### src/rifd_consts.svh
// constants for the instruction format decoder
`ifndef RIFD_CONSTS_SVH
`define RIFD_CONSTS_SVH
`define RIFD_WORD_W 14
`define RIFD_FILE_W 7
`define RIFD_DATA_W 8
`define RIFD_BIT_W 3
`define RIFD_LIT8_W 8
`define RIFD_LIT11_W 11
`define RIFD_PC_W 13
`define RIFD_CLASS_HI 13
`define RIFD_CLASS_LO 12
`define RIFD_OP_HI 11
`define RIFD_OP_LO 8
`define RIFD_DEST_BIT 7
`define RIFD_BITSEL_HI 9
`define RIFD_BITSEL_LO 7
`define RIFD_GOTO_BIT 11
`define RIFD_CLS_BYTE 2'h0
`define RIFD_CLS_BIT 2'h1
`define RIFD_CLS_JUMP 2'h2
`define RIFD_CLS_LIT 2'h3
`define RIFD_OP_MOVWF 4'h0
`define RIFD_OP_CLR 4'h1
`define RIFD_OP_DECFSZ 4'hb
`define RIFD_OP_INCFSZ 4'hf
`define RIFD_OP_BTFSC 2'h2
`define RIFD_OP_BTFSS 2'h3
`define RIFD_LOP_RETLW 2'h1
`define RIFD_CTL_RETURN 14'h0008
`define RIFD_CTL_RETFIE 14'h0009
`define RIFD_PHASES 2'h3
`define RIFD_PH_TAKE 2'h0
`define RIFD_PH_READ 2'h1
`define RIFD_PH_STORE 2'h2
`define RIFD_CTL_PREFIX 5'h00
`define RIFD_PORTA_ADDR 7'h05
`endif

### src/rifd_pkg.sv
// types for the instruction format decoder
package rifd_pkg;
	typedef enum logic [2:0]
	{
		RIFD_BYTE = 3'h1,
		RIFD_BITOP = 3'h2,
		RIFD_LITCTL = 3'h4
	} rifd_class_e;
	typedef enum logic [1:0]
	{
		RIFD_ST_EXEC = 2'h1,
		RIFD_ST_IDLE = 2'h2
	} rifd_state_e;
endpackage

### src/rifd_decoder.sv
// instruction format decoder with cycle timing and read-modify-write
// What this block does
// RULE_01: each instruction is one 14-bit word of opcode and operand fields
// RULE_02: every instruction falls in exactly one of three classes
// RULE_03: byte operations yield a file address and a one-bit target select
// RULE_04: target 0 writes the accumulator, target 1 writes the file register
// RULE_05: file address is seven instruction bits, 0x00 to 0x7f
// RULE_06: bit operations yield a three-bit position and a file address
// RULE_07: literal is eight bits, or eleven bits for jump and call
// RULE_08: one instruction cycle lasts four clock periods
// RULE_09: branches and true skips take a second cycle run as an idle slot
// RULE_10: file instructions read, modify, then store to the chosen target
// RULE_11: the read happens even for write-only instructions like clear
// RULE_12: clearing port a reads it first, clearing the change mismatch
// RULE_13: don't-care bits are ignored, either value accepted
// RULE_14: accumulator target leaves the file register unwritten
`timescale 1ns/10ps
`include "rifd_consts.svh"
module rifd_decoder
	import rifd_pkg::*;
(
	input wire logic MCLK,
	input wire logic RESETN,
	input wire logic [`RIFD_WORD_W-1:0] INSTR,
	input wire logic [`RIFD_DATA_W-1:0] FILE_RDATA,
	input wire logic [`RIFD_DATA_W-1:0] ALU_RESULT,
	input wire logic SKIP_COND,
	output logic INSTR_FETCH,
	output logic [2:0] INSTR_CLASS,
	output logic [`RIFD_FILE_W-1:0] FILE_ADDR,
	output logic DEST_FILE,
	output logic [`RIFD_BIT_W-1:0] BIT_SEL,
	output logic [`RIFD_LIT11_W-1:0] LITERAL,
	output logic FILE_RD,
	output logic FILE_WR,
	output logic [`RIFD_DATA_W-1:0] FILE_WDATA,
	output logic ACC_WR,
	output logic [`RIFD_DATA_W-1:0] ACC_WDATA,
	output logic IDLE_SLOT,
	output logic PORTA_READ
);
	logic [1:0] phase;
	rifd_state_e state;
	logic [`RIFD_WORD_W-1:0] ir;
	logic [`RIFD_DATA_W-1:0] read_value;
	logic [1:0] cls;
	logic uses_file;
	logic to_file;
	logic pc_change;
	logic is_skip;
	logic cycle_end;
	logic take_slot;
	logic read_slot;
	logic store_slot;
	rifd_class_e next_class;

	// class and field split
	assign cls = ir[`RIFD_CLASS_HI:`RIFD_CLASS_LO];
	assign cycle_end = (phase == `RIFD_PHASES);
	// RULE_08 phase slots
	assign take_slot = (phase == `RIFD_PH_TAKE);
	assign read_slot = (phase == `RIFD_PH_READ) && uses_file && (state == RIFD_ST_EXEC);
	assign store_slot = (phase == `RIFD_PH_STORE) && uses_file && (state == RIFD_ST_EXEC);

	// RULE_02 one class each
	always_comb
	begin
		case (cls)
			`RIFD_CLS_BYTE: next_class = RIFD_BYTE;
			`RIFD_CLS_BIT: next_class = RIFD_BITOP;
			default: next_class = RIFD_LITCTL;
		endcase
	end

	// RULE_10 file operand present
	always_comb
	begin
		uses_file = 1'b0;
		to_file = 1'b0;
		if (cls == `RIFD_CLS_BYTE)
		begin
			uses_file = (ir[`RIFD_OP_HI:`RIFD_OP_LO] != `RIFD_OP_MOVWF) || ir[`RIFD_DEST_BIT];
			// RULE_04 target select
			to_file = ir[`RIFD_DEST_BIT];
		end
		else if (cls == `RIFD_CLS_BIT)
		begin
			uses_file = 1'b1;
			to_file = (ir[`RIFD_OP_HI:`RIFD_BITSEL_HI+1] != `RIFD_OP_BTFSC) &&
				(ir[`RIFD_OP_HI:`RIFD_BITSEL_HI+1] != `RIFD_OP_BTFSS);
		end
	end

	// RULE_09 two-cycle conditions
	always_comb
	begin
		is_skip = 1'b0;
		pc_change = 1'b0;
		if (cls == `RIFD_CLS_BYTE)
			is_skip = (ir[`RIFD_OP_HI:`RIFD_OP_LO] == `RIFD_OP_DECFSZ) ||
				(ir[`RIFD_OP_HI:`RIFD_OP_LO] == `RIFD_OP_INCFSZ);
		else if (cls == `RIFD_CLS_BIT)
			is_skip = !to_file;
		if (cls == `RIFD_CLS_JUMP)
			pc_change = 1'b1;
		else if (cls == `RIFD_CLS_LIT)
			pc_change = (ir[`RIFD_OP_HI:`RIFD_OP_HI-1] == `RIFD_LOP_RETLW);
		// RULE_13 don't-care bits ignored
		else if (cls == `RIFD_CLS_BYTE && ir[`RIFD_OP_HI:`RIFD_DEST_BIT] == `RIFD_CTL_PREFIX)
			pc_change = (ir == `RIFD_CTL_RETURN) || (ir == `RIFD_CTL_RETFIE);
	end

	// RULE_08 four-period cycle
	always_ff @(posedge MCLK or negedge RESETN)
	begin
		if (!RESETN)
			phase <= 2'h0;
		else
			phase <= phase + 2'h1;
	end

	// RULE_09 idle slot sequencing
	always_ff @(posedge MCLK or negedge RESETN)
	begin
		if (!RESETN)
			state <= RIFD_ST_EXEC;
		else if (cycle_end)
		begin
			case (state)
				RIFD_ST_EXEC: state <= (pc_change || (is_skip && SKIP_COND)) ? RIFD_ST_IDLE : RIFD_ST_EXEC;
				RIFD_ST_IDLE: state <= RIFD_ST_EXEC;
				default: state <= RIFD_ST_EXEC;
			endcase
		end
	end

	// RULE_01 latch 14-bit word
	always_ff @(posedge MCLK or negedge RESETN)
	begin
		if (!RESETN)
		begin
			ir <= {`RIFD_WORD_W{1'b0}};
			INSTR_FETCH <= 1'b0;
		end
		else
		begin
			INSTR_FETCH <= take_slot;
			if (take_slot)
				ir <= INSTR;
		end
	end

	// RULE_03 operand fields
	always_ff @(posedge MCLK or negedge RESETN)
	begin
		if (!RESETN)
		begin
			INSTR_CLASS <= RIFD_LITCTL;
			FILE_ADDR <= {`RIFD_FILE_W{1'b0}};
			DEST_FILE <= 1'b0;
			BIT_SEL <= {`RIFD_BIT_W{1'b0}};
			LITERAL <= {`RIFD_LIT11_W{1'b0}};
			IDLE_SLOT <= 1'b0;
		end
		else
		begin
			INSTR_CLASS <= next_class;
			// RULE_05 seven address bits
			FILE_ADDR <= ir[`RIFD_FILE_W-1:0];
			DEST_FILE <= to_file && (state == RIFD_ST_EXEC);
			// RULE_06 bit position
			BIT_SEL <= ir[`RIFD_BITSEL_HI:`RIFD_BITSEL_LO];
			// RULE_07 literal width
			if (cls == `RIFD_CLS_JUMP)
				LITERAL <= ir[`RIFD_LIT11_W-1:0];
			else
				LITERAL <= {3'h0, ir[`RIFD_LIT8_W-1:0]};
			IDLE_SLOT <= (state == RIFD_ST_IDLE);
		end
	end

	// RULE_10 read-modify-write
	always_ff @(posedge MCLK or negedge RESETN)
	begin
		if (!RESETN)
		begin
			FILE_RD <= 1'b0;
			PORTA_READ <= 1'b0;
			read_value <= {`RIFD_DATA_W{1'b0}};
		end
		else
		begin
			// RULE_11 read always performed
			FILE_RD <= read_slot;
			// RULE_12 port a read side effect
			PORTA_READ <= read_slot && (ir[`RIFD_FILE_W-1:0] == `RIFD_PORTA_ADDR);
			if (FILE_RD)
				read_value <= FILE_RDATA;
		end
	end

	// RULE_10 store result
	always_ff @(posedge MCLK or negedge RESETN)
	begin
		if (!RESETN)
		begin
			FILE_WR <= 1'b0;
			FILE_WDATA <= {`RIFD_DATA_W{1'b0}};
			ACC_WR <= 1'b0;
			ACC_WDATA <= {`RIFD_DATA_W{1'b0}};
		end
		else
		begin
			// RULE_14 no file write to accumulator
			FILE_WR <= store_slot && to_file;
			// RULE_04 accumulator result
			ACC_WR <= store_slot && (cls == `RIFD_CLS_BYTE) && !to_file;
			FILE_WDATA <= ALU_RESULT;
			ACC_WDATA <= ALU_RESULT;
		end
	end
endmodule

### config.mk
export PLATFORM = sky130hd
export DESIGN_NAME = rifd_decoder
export DESIGN_NICKNAME = d
export VERILOG_FILES = /design/src/rifd_pkg.sv /design/src/rifd_decoder.sv
export VERILOG_INCLUDE_DIRS = /design/src
export SDC_FILE = /design/constraint.sdc
export NUM_CORES = 1
export LEC_CHECK = 0
export BUFFER_PORTS_ARGS = -buffer_cell sky130_fd_sc_hd__buf_2
export CAP_MARGIN = 20
export CORE_AREA = 8 8 76 78
export CTS_CLUSTER_SIZE = 10
export DETAILED_ROUTE_END_ITERATION = 6
export DIE_AREA = 0 0 84 86
export PLACE_DENSITY = 0.69
export SYNTH_ARGS = -nofsm -noshare
export SYNTH_HDL_FRONTEND = slang
export SYNTH_SLANG_ARGS = --single-unit
### constraint.sdc
create_clock -name MCLK -period 1.5 [get_ports MCLK]
set_clock_uncertainty 0.05 [all_clocks]
set_input_delay 0.15 -clock MCLK [delete_from_list [all_inputs] [get_ports MCLK]]
set_output_delay 0.15 -clock MCLK [all_outputs]
set_load 0.01 [all_outputs]
After elaboration in Yosys (flattened, before gate mapping)
Cells that the tools add are included.
{"block": "word_totals", "register_bits": 57, "in_bits": 33, "output_inout_bits": 47, "wordCells": 66}
{"block": "op_classes", "add_sub_neg": 1, "eq_ne": 16, "muxes": 13, "n_reduce_logical": 21}
{"operator": "$eq A14 B4 Y1 const B", "n": 2}
{"operator": "$logic_and A1 B1 Y1", "n": 12}
{"operator": "$mux W11", "n": 1}
{"operator": "$eq A2 B2 Y1 const B", "n": 5}
{"operator": "$mux W1", "n": 9}
{"operator": "$eq A2 B1 Y1 const B", "n": 4}
{"operator": "$eq A4 B4 Y1 const B", "n": 2}
{"operator": "$eq A7 B3 Y1 const B", "n": 1}
{"operator": "$pmux W3 S2", "n": 1}
{"operator": "$logic_not A5 Y1", "n": 1}
{"operator": "$logic_not A2 Y1", "n": 2}
{"operator": "$logic_or A1 B1 Y1", "n": 4}
{"operator": "$mux W2", "n": 2}
{"operator": "$ne A2 B2 Y1 const B", "n": 2}
{"operator": "$reduce_bool A4 Y1", "n": 1}
{"operator": "$add A2 B1 Y2 const B", "n": 1}
{"operator": "$logic_not A1 Y1", "n": 1}

Longest topological paths before layout
Gate-level depths: netlist (run 1).
{"block": "logic_depth", "ltp_word": 11, "ltp_mapped": 6, "depth_no_buf": 4}

Least setup slack after synthesis (run 1)
No wires, ideal clock.
{"block": "synth_timing", "path_type": "register -> register", "from": "register phase[0]", "to": "register ir[10]", "setup_ps": 125, "t_arrival_ps": 1307, "t_required_ps": 1325, "path_slack_ps": 18, "path_stages_with_launch": 6, "path_buffers": 2, "synth_period_minus_slack_ps": 1482, "path_cell_list": "dfrtp_1 inv_1 ha_1 buf_2 buf_2 mux2_2"}
{"block": "synth_via", "elab_chain_cells": 1}
{"item": "from (decl)", "line_no": "rifd_decoder.sv:42", "rtl": "logic [1:0] phase;"}
{"item": "from (signal assigned)", "line_no": "rifd_decoder.sv:119", "rtl": "phase <= phase + 2'h1;"}
{"item": "$logic_not A2 Y1 (no source line)"}
{"item": "named net take_slot", "line_no": "rifd_decoder.sv:52", "rtl": "logic take_slot;"}
{"item": "to (signal assigned)", "line_no": "rifd_decoder.sv:142", "rtl": "ir <= {`RIFD_WORD_W{1'b0}};"}
{"item": "to (decl)", "line_no": "rifd_decoder.sv:44", "rtl": "logic [`RIFD_WORD_W-1:0] ir;"}
The timed path passes the listed nets, and every way through them passes these cells.
A chain may end at the register's enable or synchronous reset.

Worst setup path after layout (run 1)
{"block": "layout_timing", "from": "register phase[0]", "to": "register ir[0]"}
Same word-level chain as after synthesis.

==> flow_summary.yaml, run 1 <==
yosys:
  async_reset_ff_share_pct: 100
  synth_flop_cell: "dfrtp_1"
  synth_mux_area_share_pct: 8.66
  netlist_area_sq_um: 1810
  synth_edf_count: 0
  synth_xor_area_share_pct: 0
  synth_compound_area_share_pct: 2.56
  yosysWarningCount: 0
  synth_cells: 123
  synth_area_per_cell_sq_um: 14.7
  seq_area_frac_synth_pct: 68.0
  synthSimpleGateAreaFrac_pct: 9.14
  synth_top_family_by_area: "simple AND/OR/NAND/NOR gates"
  ys_seq_elements: 49
  synth_cell_types: 27
  synthTopCellsByArea: "dfrtp_1 65%, mux2_2 8.1%, buf_4 6.6%"
  synth_top_area_share_pct: 65.1
  synthesis.nets: 160
  synth-adder-area-share_pct: 2.77
  synth_top_cell_by_area: "dfrtp_1"
power_and_ir_drop:
  vdd_drop_max_mv: 0.707
  p_leak_nw: 1.17
  powerDensity_nw_per_um2: 1020
setup_path:
  endpoint_kind: "flip-flop"
  path_max_fanout: 16
  crit_family: "flip-flops"
  reg2regPathDepth: 4
  r2r_end: "ir[0]$_DFFE_PN0P_"
  crit_required_ns: 1.63
  reg2reg_slack_ns: 0.11
  critPathMaxStageDelay_ns: 0.41
  critical_path_class: "flip-flop to flip-flop"
  cp_slowest_cell: "dfrtp_1"
  r2r_start: "phase[0]$_DFF_PN0_"
  arrival_ns: 1.52
  cp.buffers_inverters: 2
  cp-start-kind: "flip-flop"
  cp_cell_sequence: "inv_1 -> ha_1 -> buf_12 -> mux2_2"
finish:
  layout-drive-gt1-share_pct: 50.8
  fin_util_pct: 50.3
  design_area_sq_um: 2310
  num_antenna_cells: 0
  layout_common_cells: "71 x buf_2, 47 x dfrtp_1, 13 x mux2_2"
  area_growth_pct: 28.0
  mostFrequentLayoutCell: "buf_2"
  nets: 231
  instances_no_fill: 249
  fill_cells: 397
  multiInputGateArea_sq_um: 418
  ff_latch_area_sq_um: 1230
floorplanning:
  die_x_um: 84
  die_area_sq_um: 7220
  rows: 25
  io_pins: 80
  core_sq_um: 4600
  start_util_pct: 39.3
  die_h_um: 86
timing:
  hold_viol_final: 0
  finalCritPeriodShare_pct: 92.7
  rsz0062_at_grt: "no"
  finalMaxSlewViolations: 0
  tightest_slew_ns: 0.461
  layout_min_cycle_time_ns: 1.39
  fin_ws_ns: 0.109
  fmax_mhz: 719
  final-setup-viol-count: 0
  slew-limit-headroom_pct: 69.2
  setup_tns_ns: 0
place:
  hpwl_mm: 2.75
  dp_cells: 231
  port_buffers: 71
  placed_area_sq_um: 2130
  dp_slack_ns: 0.0929
  gp_congestion: 0.701
drt:
  drt_iter0_drc: 18
  drt_pass1_iterations: 4
  ant_nets: 0
  viasPerCell: 4.57
  drc: 0
  wl_mm: 3.68
  routedWlPerCell_um: 14.8
  vias: 1137
grt:
  grt_pass1_wl_mm: 6.13
  grt_max_degree: 24
  antenna_found_initial: 0
  grt_pass1_vias: 1267
  grt_overflow: 0
  grt_util_all_layers_pct: 10.7
clock_network:
  clock_sinks: 49
  cts_max_level: 2
  cts_tree: "yes"
  cts_made_buffers: 5
  postCtsResizedCells: 0
  clk_latency_ns: 0.29
  clkTransAtPathRegs_ns: 0.08
  cts-root-buf: "clkbuf_8"
  cts_setup_buffers: 0
  clk_path_buf_depth: 2
run_status:
  run_status: "complete, no violations"
hold_path:
  hold_path_end: "ir[6]$_DFFE_PN0P_"
  hold_depth: 2
  hp-start: "INSTR[6]"
  worstHoldPathType: "primary input to flip-flop"
run:
  drv_cap: 0
==> worst max-delay path by stage <==
stage	cells after the start	to	slack, ns	from
after floorplan	5	ir[10]$_DFFE_PN0P_	0.02	phase[0]$_DFF_PN0_
after global placement	4	ir[9]$_DFFE_PN0P_	0.14	phase[0]$_DFF_PN0_
after detailed placement	4	ir[0]$_DFFE_PN0P_	0.09	phase[0]$_DFF_PN0_
after CTS	4	ir[0]$_DFFE_PN0P_	0.08	phase[0]$_DFF_PN0_
after global routing	4	ir[12]$_DFFE_PN0P_	0.02	phase[0]$_DFF_PN0_
final	4	ir[0]$_DFFE_PN0P_	0.11	phase[0]$_DFF_PN0_
==> cells by family after synthesis <==
family,after synthesis
mux,14
simple gates,26
buf+inv,24
compound gates,6
flops,49
fa+ha+maj,4
==> cell usage after synthesis, types with 2 or more instances <==
cell type	instances
dfrtp_1	47
buf_4	16
mux2_2	13
ha_1	4
inv_1	4
nand2_1	4
nor2_1	4
and2_1	3
and2b_1	3
nor2b_1	3
and3_1	2
and4_1	2
buf_2	2
dfstp_2	2
nor4_2	2
==> sequential cells by signal (all words and copies together) (netlist names) <==
register and count:
PORTA_READ 1, INSTR_CLASS 3, state 2, FILE_ADDR 3, FILE_RD 1, phase 2, LITERAL 7, ir 14
DEST_FILE 1, INSTR_FETCH 1, FILE_WR 1, IDLE_SLOT 1, ACC_WDATA 8, ACC_WR 1, BIT_SEL 3
==> layout make-up <==
class	instances	share of cell area (%)
sequential	49	53.1
inverter	4	0.649
clock buffer	7	3.30
clock inverter	1	0.216
tap	54	2.92
multi-input combinational	50	18.1
timing repair buffer	84	21.7
==> power by group <==
group          total [mW]  switching, mW  internal [mW]
Combinational       0.232          0.113          0.119
Clock               0.712          0.385          0.327
Sequential           1.42         0.0392           1.38
Total                2.37          0.537           1.83
==> metal layers <==
| layer | track usage, % | vias to the layer above | part of all wire [%] |
|---|---|---|---|
| li1 | - | 527 | - |
| met1 | 11.7 | 539 | 40 |
| met2 | 16.4 | 63 | 46 |
| met3 | 6.45 | 8 | 12 |
| met4 | 4.71 | 0 | 1.6 |
| met5 | 0 | - | 0 |
==> metrics by stage <==
stage / power, mW / hold WS (ns)
after global placement: 1.66 / 0.0761
final: 2.37 / 0.0315
after CTS: 2.41 / 0.0195
after floorplan: 1.56 / -0.196
after detailed placement: 1.67 / 0.0797
after global routing: 2.49 / 0.0132
==> what timing repair did <==
action | in CTS | in global routing
setup endpoints to repair | 0 | 0
endpoints found under the hold margin | 25 | 0
hold buffers | 10 | 0
Note: power is estimated with default switching activity, not from simulation.
==> run 2: changes to the inputs <==
--- a/config.mk
+++ b/config.mk
@@ -6,13 +6,14 @@
 export SDC_FILE = /design/constraint.sdc
 export NUM_CORES = 1
 export LEC_CHECK = 0
+export ABC_AREA = 1
 export BUFFER_PORTS_ARGS = -buffer_cell sky130_fd_sc_hd__buf_2
 export CAP_MARGIN = 20
-export CORE_AREA = 8 8 76 78
+export CORE_AREA = 8 8 75 77
 export CTS_CLUSTER_SIZE = 10
 export DETAILED_ROUTE_END_ITERATION = 6
-export DIE_AREA = 0 0 84 86
-export PLACE_DENSITY = 0.69
+export DIE_AREA = 0 0 83 85
+export PLACE_DENSITY = 0.71
 export SYNTH_ARGS = -nofsm -noshare
 export SYNTH_HDL_FRONTEND = slang
 export SYNTH_SLANG_ARGS = --single-unit
==> run 2 against run 1 <==
Net effect:
- global-route usage increased by 0.41 points
- register-to-register slack better by 0.04 ns
- via count is 9.5% higher
- critical path depth stayed put
==> flow_summary.yaml, run 2 <==
yosys:
  synth_top_area_share_pct: 64.8
  synth_edf_count: 0
  synthesis.nets: 197
  synthTopCellsByArea: "dfrtp_1 65%, buf_4 6.6%, nand2_1 5.2%"
  synth_common_cells: "47 x dfrtp_1, 25 x nand2_1, 16 x buf_4, 16 x inv_1, 15 x nor2_1"
  yosysWarningCount: 0
  seq_area_frac_synth_pct: 67.7
  synth_flop_cell: "dfrtp_1"
  synth_top_cell_by_area: "dfrtp_1"
  ys_seq_elements: 49
  synth_cells: 160
  synth_area_per_cell_sq_um: 11.3
  synth_most_common_cell: "dfrtp_1"
  netlist_area_sq_um: 1810
  async_reset_ff_share_pct: 100
  synth_cell_types: 21
timing:
  setup_tns_ns: 0
  layout_min_cycle_time_ns: 1.35
  fin_ws_ns: 0.148
  finalMaxSlewViolations: 0
  finalCritPeriodShare_pct: 90.1
  slew-limit-headroom_pct: 76.8
  rsz0062_at_grt: "no"
  final-setup-viol-count: 0
  tightest_slew_ns: 0.348
  fmax_mhz: 740
  hold_viol_final: 0
clock_network:
  clock_sinks: 49
  cts_tree: "yes"
  clk_path_buf_depth: 2
  clk_latency_ns: 0.29
  cts_made_buffers: 5
  postCtsResizedCells: 0
  cts_max_level: 2
  clkTransAtPathRegs_ns: 0.08
  cts-root-buf: "clkbuf_8"
drt:
  vias: 1245
  drt_iter0_drc: 41
  drc: 0
  viasPerCell: 4.38
  ant_nets: 0
  routedWlPerCell_um: 13.1
  drt_pass1_iterations: 4
  wl_mm: 3.72
grt:
  busiest_layer: "met2"
  met3_usage_pct: 6.32
  grt_pass1_wl_mm: 6.42
  grt_util_all_layers_pct: 11.1
  grt_max_degree: 36
  use_met1_pct: 11.6
  grt_pass1_vias: 1348
  grt_overflow: 0
  grtUsageMet2_pct: 18.2
  antenna_found_initial: 0
place:
  dp_slack_ns: 0.146
  hpwl_mm: 2.89
  gp_congestion: 0.844
  dp_cells: 268
  placed_area_sq_um: 2130
  port_buffers: 71
setup_path:
  r2r_start: "phase[0]$_DFF_PN0_"
  arrival_ns: 1.47
  critical_path_class: "flip-flop to flip-flop"
  cp-startpoint: "phase[0]$_DFF_PN0_"
  cp_slowest_cell: "dfrtp_1"
  critPathMaxStageDelay_ns: 0.40
  endpoint_kind: "flip-flop"
  cp-start-kind: "flip-flop"
  crit_family: "flip-flops"
  path_max_fanout: 16
  cp.buffers_inverters: 2
  cp_cell_sequence: "inv_1 -> ha_1 -> buf_4 -> o21ai_0"
  crit_required_ns: 1.62
finish:
  instances_no_fill: 284
  area_growth_pct: 27.3
  design_area_sq_um: 2310
  layout-drive-gt1-share_pct: 39.6
  mostFrequentLayoutCell: "buf_2"
  layout_common_cells: "71 x buf_2, 47 x dfrtp_1, 25 x nand2_1"
  largest_reg_flops: 14
  ff_latch_area_sq_um: 1230
  nets: 267
  fill_cells: 413
  num_antenna_cells: 0
  multiInputGateArea_sq_um: 379
  top_register: "ir"
  reg_top3: "ir: 14 flops, ACC_WDATA: 8 flops, LITERAL: 7 flops"
power_and_ir_drop:
  switchingPower_mw: 0.553
  pwr-share-comb_pct: 10.0
  pwr-share-clk_pct: 31.2
  switching_share_pct: 23.0
  vdd_drop_max_mv: 0.391
  power_frac_seq_pct: 58.8
  p_leak_nw: 1.22
  internal_power_mw: 1.86
  powerDensity_nw_per_um2: 1040
hold_path:
  hp-start: "INSTR[1]"
  worstHoldPathType: "primary input to flip-flop"
floorplanning:
  io_pins: 80
  die_x_um: 83
  start_util_pct: 40.0
  core_sq_um: 4540
  die_h_um: 85
  die_area_sq_um: 7060
  rows: 25
run_status:
  run_status: "complete, no violations"
run:
  drv_cap: 0
==> run 2: path summary, 6_finish.rpt <==
path                       depth (start not counted)                    to  slack [ns]
max reg2reg                                        4     ir[9]$_DFFE_PN0P_        0.15
max in group asynchronous                          3     ir[6]$_DFFE_PN0P_        0.68
min in group asynchronous                          2    ir[11]$_DFFE_PN0P_        0.24
min reg2reg                                        0  LITERAL[6]$_DFF_PN0_        0.33
min                                                3     ir[1]$_DFFE_PN0P_       0.008
max                                                4     ir[9]$_DFFE_PN0P_        0.15
==> run 2: logic make-up (layout without fill, tap and decap cells) <==
kind of cell	after synthesis	in the layout	synth area share (%)
flip-flops	49	49	67.7
adder cells (fa/ha/maj)	4	4	2.76
AO/OA/AOI/OAI	14	14	4.00
AND/OR/NAND/NOR	53	53	12.9
buffers and inverters	38	108	11.4
multiplexers	2	2	1.24
==> run 2: through the flow <==
stage          hold WS, ns  total power [mW]  utilization, %
2_1_floorplan       -0.196              1.56               -
3_3_place_gp        0.0228              1.66            47.0
3_5_place_dp        0.0312              1.67            47.0
4_1_cts         0.00000475              2.45            50.9
5_1_grt             0.0194              2.54            50.9
6_report           0.00840              2.41            50.9
==> run 2: layout make-up <==
cell class | count | area share (%)
sequential | 49 | 53.2
multi-input combinational | 73 | 16.4
timing repair buffer | 83 | 20.8
clock buffer | 7 | 3.74
inverter | 18 | 2.93
tap | 54 | 2.93
==> run 2: repair_timing <==
item	in CTS	in global routing
endpoints found under the setup margin	0	0
setup buffers	0	0
hold buffers	9	0
hold endpoints to repair	20	0
==> run 2: layer usage <==
| metal | part of all wire [%] | vias up |
|---|---|---|
| met2 | 50 | 43 |
| li1 | - | 614 |
| met5 | 0 | - |
| met3 | 10 | 6 |
| met1 | 38 | 582 |
| met4 | 1.6 | 0 |
==> run 2: power by group through the flow <==
stage	registers, mW	clock network, mW	logic (mW)
floorplan	1.46	0	0.104
global placement	1.44	0	0.225
detailed placement	1.44	0	0.229
CTS	1.42	0.785	0.249
global route	1.42	0.845	0.275
finish	1.42	0.751	0.241
==> run 2: worst register-to-register path: cells and delay by family, from the launching register on <==
| family | cells | cell delay (ns) |
|---|---|---|
| AOI/OAI and AO/OA | 1 | 0.12 |
| adders and majority gates | 1 | 0.30 |
| DFF | 1 | 0.40 |
| buffers and inverters | 2 | 0.35 |
==> run 3: changes to the inputs <==
--- a/config.mk
+++ b/config.mk
@@ -9,11 +9,13 @@
 export ABC_AREA = 1
 export BUFFER_PORTS_ARGS = -buffer_cell sky130_fd_sc_hd__buf_2
 export CAP_MARGIN = 20
-export CORE_AREA = 8 8 75 77
+export CELL_PAD_IN_SITES_DETAIL_PLACEMENT = 0
+export CELL_PAD_IN_SITES_GLOBAL_PLACEMENT = 1
+export CORE_AREA = 8 8 86 88
 export CTS_CLUSTER_SIZE = 10
 export DETAILED_ROUTE_END_ITERATION = 6
-export DIE_AREA = 0 0 83 85
-export PLACE_DENSITY = 0.71
+export DIE_AREA = 0 0 94 96
+export PLACE_DENSITY = 0.69
 export SYNTH_ARGS = -nofsm -noshare
 export SYNTH_HDL_FRONTEND = slang
 export SYNTH_SLANG_ARGS = --single-unit
==> run 3 against run 2 <==
Net effect:
- die area rose by 28%
- sequential power is essentially flat
- largest cell class unchanged
- design area is 2.0% higher
- hold slack better by 0.0074 ns
- non-clock buffer count is 2 higher
- critical path depth is 1 lower
- critical path type unchanged
- register-to-register slack improved by 0.02 ns
==> flow_summary.yaml, run 3 (synthesized netlist as in run 2, its figures left out) <==
run_status:
  run_status: "complete, no violations"
finish:
  ff_latch_area_sq_um: 1230
  fill_cells: 625
  area_growth_pct: 29.9
  largest_reg_flops: 14
  fin_util_pct: 38.6
  layout_common_cells: "71 x buf_2, 47 x dfrtp_1, 25 x nand2_1"
  num_antenna_cells: 0
  reg_top3: "ir: 14 flops, ACC_WDATA: 8 flops, LITERAL: 7 flops"
  mostFrequentLayoutCell: "buf_2"
  top_register: "ir"
  multiInputGateArea_sq_um: 379
  nets: 269
  layout-drive-gt1-share_pct: 40.3
  design_area_sq_um: 2360
setup_path:
  crit_required_ns: 1.63
  arrival_ns: 1.46
  cp-start-kind: "flip-flop"
  critical_path_class: "flip-flop to flip-flop"
  endpoint_kind: "flip-flop"
  path_max_fanout: 5
  reg2reg_slack_ns: 0.17
  reg2regPathDepth: 3
  r2r_end: "ir[11]$_DFFE_PN0P_"
  r2r_start: "phase[0]$_DFF_PN0_"
drt:
  drt_iter0_drc: 20
  drc: 0
  wl_mm: 3.77
  drt_pass1_iterations: 4
  ant_nets: 0
  viasPerCell: 4.05
  routedWlPerCell_um: 12.2
  vias: 1256
timing:
  finalCritPeriodShare_pct: 88.7
  layout_min_cycle_time_ns: 1.33
  finalMaxSlewViolations: 0
  rsz0062_at_grt: "no"
  final-setup-viol-count: 0
  setup_tns_ns: 0
  slew-limit-headroom_pct: 82.0
  tightest_slew_ns: 0.270
  fmax_mhz: 751
  hold_viol_final: 0
grt:
  use_met1_pct: 10.5
  grt_pass1_vias: 1342
  busiest_layer: "met2"
  grt_max_degree: 50
  grtUsageMet2_pct: 14.6
  grt_overflow: 0
  antenna_found_initial: 0
  grt_util_all_layers_pct: 8.95
  grt_pass1_wl_mm: 6.29
  met3_usage_pct: 3.35
hold_path:
  hold_path_end: "ir[13]$_DFFE_PN0P_"
  hp-start: "INSTR[13]"
  worstHoldPathType: "primary input to flip-flop"
  hold_depth: 3
power_and_ir_drop:
  p_leak_nw: 1.23
  powerDensity_nw_per_um2: 1020
  vdd_drop_max_mv: 0.311
floorplanning:
  core_sq_um: 6100
  start_util_pct: 29.8
  die_x_um: 94
  die_h_um: 96
  rows: 29
  die_area_sq_um: 9020
  io_pins: 80
clock_network:
  cts_max_level: 2
  clkTransAtPathRegs_ns: 0.08
  cts-root-buf: "clkbuf_8"
  clk_path_buf_depth: 2
  cts_tree: "yes"
  cts_made_buffers: 5
  cts_setup_buffers: 0
  clock_sinks: 49
  clk_latency_ns: 0.29
place:
  placed_area_sq_um: 2170
  hpwl_mm: 2.94
  port_buffers: 71
  gp_congestion: 0.741
run:
  drv_cap: 0
## run 3: power by group
group          total [mW]  leakage, nW  switching, mW  internal, mW
combinational       0.244        0.593          0.136         0.107
sequential           1.42        0.589         0.0323          1.38
clock               0.733       0.0439          0.411         0.322
## run 3: how the worst max path moves through the flow
| stage | start | end | slack [ns] | cells after the start |
|---|---|---|---|---|
| after floorplan | phase[0]$_DFF_PN0_ | ir[0]$_DFFE_PN0P_ | 0.24 | 4 |
| after global placement | phase[0]$_DFF_PN0_ | ir[0]$_DFFE_PN0P_ | 0.21 | 3 |
| after detailed placement | phase[0]$_DFF_PN0_ | ir[11]$_DFFE_PN0P_ | 0.16 | 3 |
| after CTS | phase[0]$_DFF_PN0_ | ir[11]$_DFFE_PN0P_ | 0.16 | 3 |
| after global routing | phase[0]$_DFF_PN0_ | ir[11]$_DFFE_PN0P_ | 0.08 | 3 |
| final | phase[0]$_DFF_PN0_ | ir[11]$_DFFE_PN0P_ | 0.17 | 3 |
## run 3: critical path: stages, from the launching register on
cell and delay [ns]:
dfrtp_1 0.41, inv_1 0.10, ha_1 0.30, mux2_2 0.36
## run 3: metrics by stage
step           power, mW  hold WS, ns  instances  setup WS (ns)
2_1_floorplan       1.56       -0.196        160          0.243
3_3_place_gp        1.67        0.105        292          0.210
3_5_place_dp        1.68        0.111        292          0.164
4_1_cts             2.45      0.00150        310          0.160
5_1_grt             2.53       0.0115        310         0.0800
6_report            2.39       0.0158        310          0.169
## run 3: final cells by class
class	instances	share of cell area [%]
Sequential cell	49	52.2
Timing Repair Buffer	85	21.1
Tap cell	77	4.09
Clock inverter	3	0.743
Inverter	18	2.87
Multi-Input combinational cell	73	16.1
Clock buffer	5	2.92
## run 3: routing by layer
layer / up-vias / share of wire (%)
met5: - / 0
met4: 0 / 1.4
met3: 6 / 10
met2: 51 / 47
met1: 584 / 41
li1: 615 / -
## run 3: what timing repair did
action	4_1_cts	5_1_grt
hold endpoints to repair	56	0
hold buffers	10	0
gates resized for setup	0	0
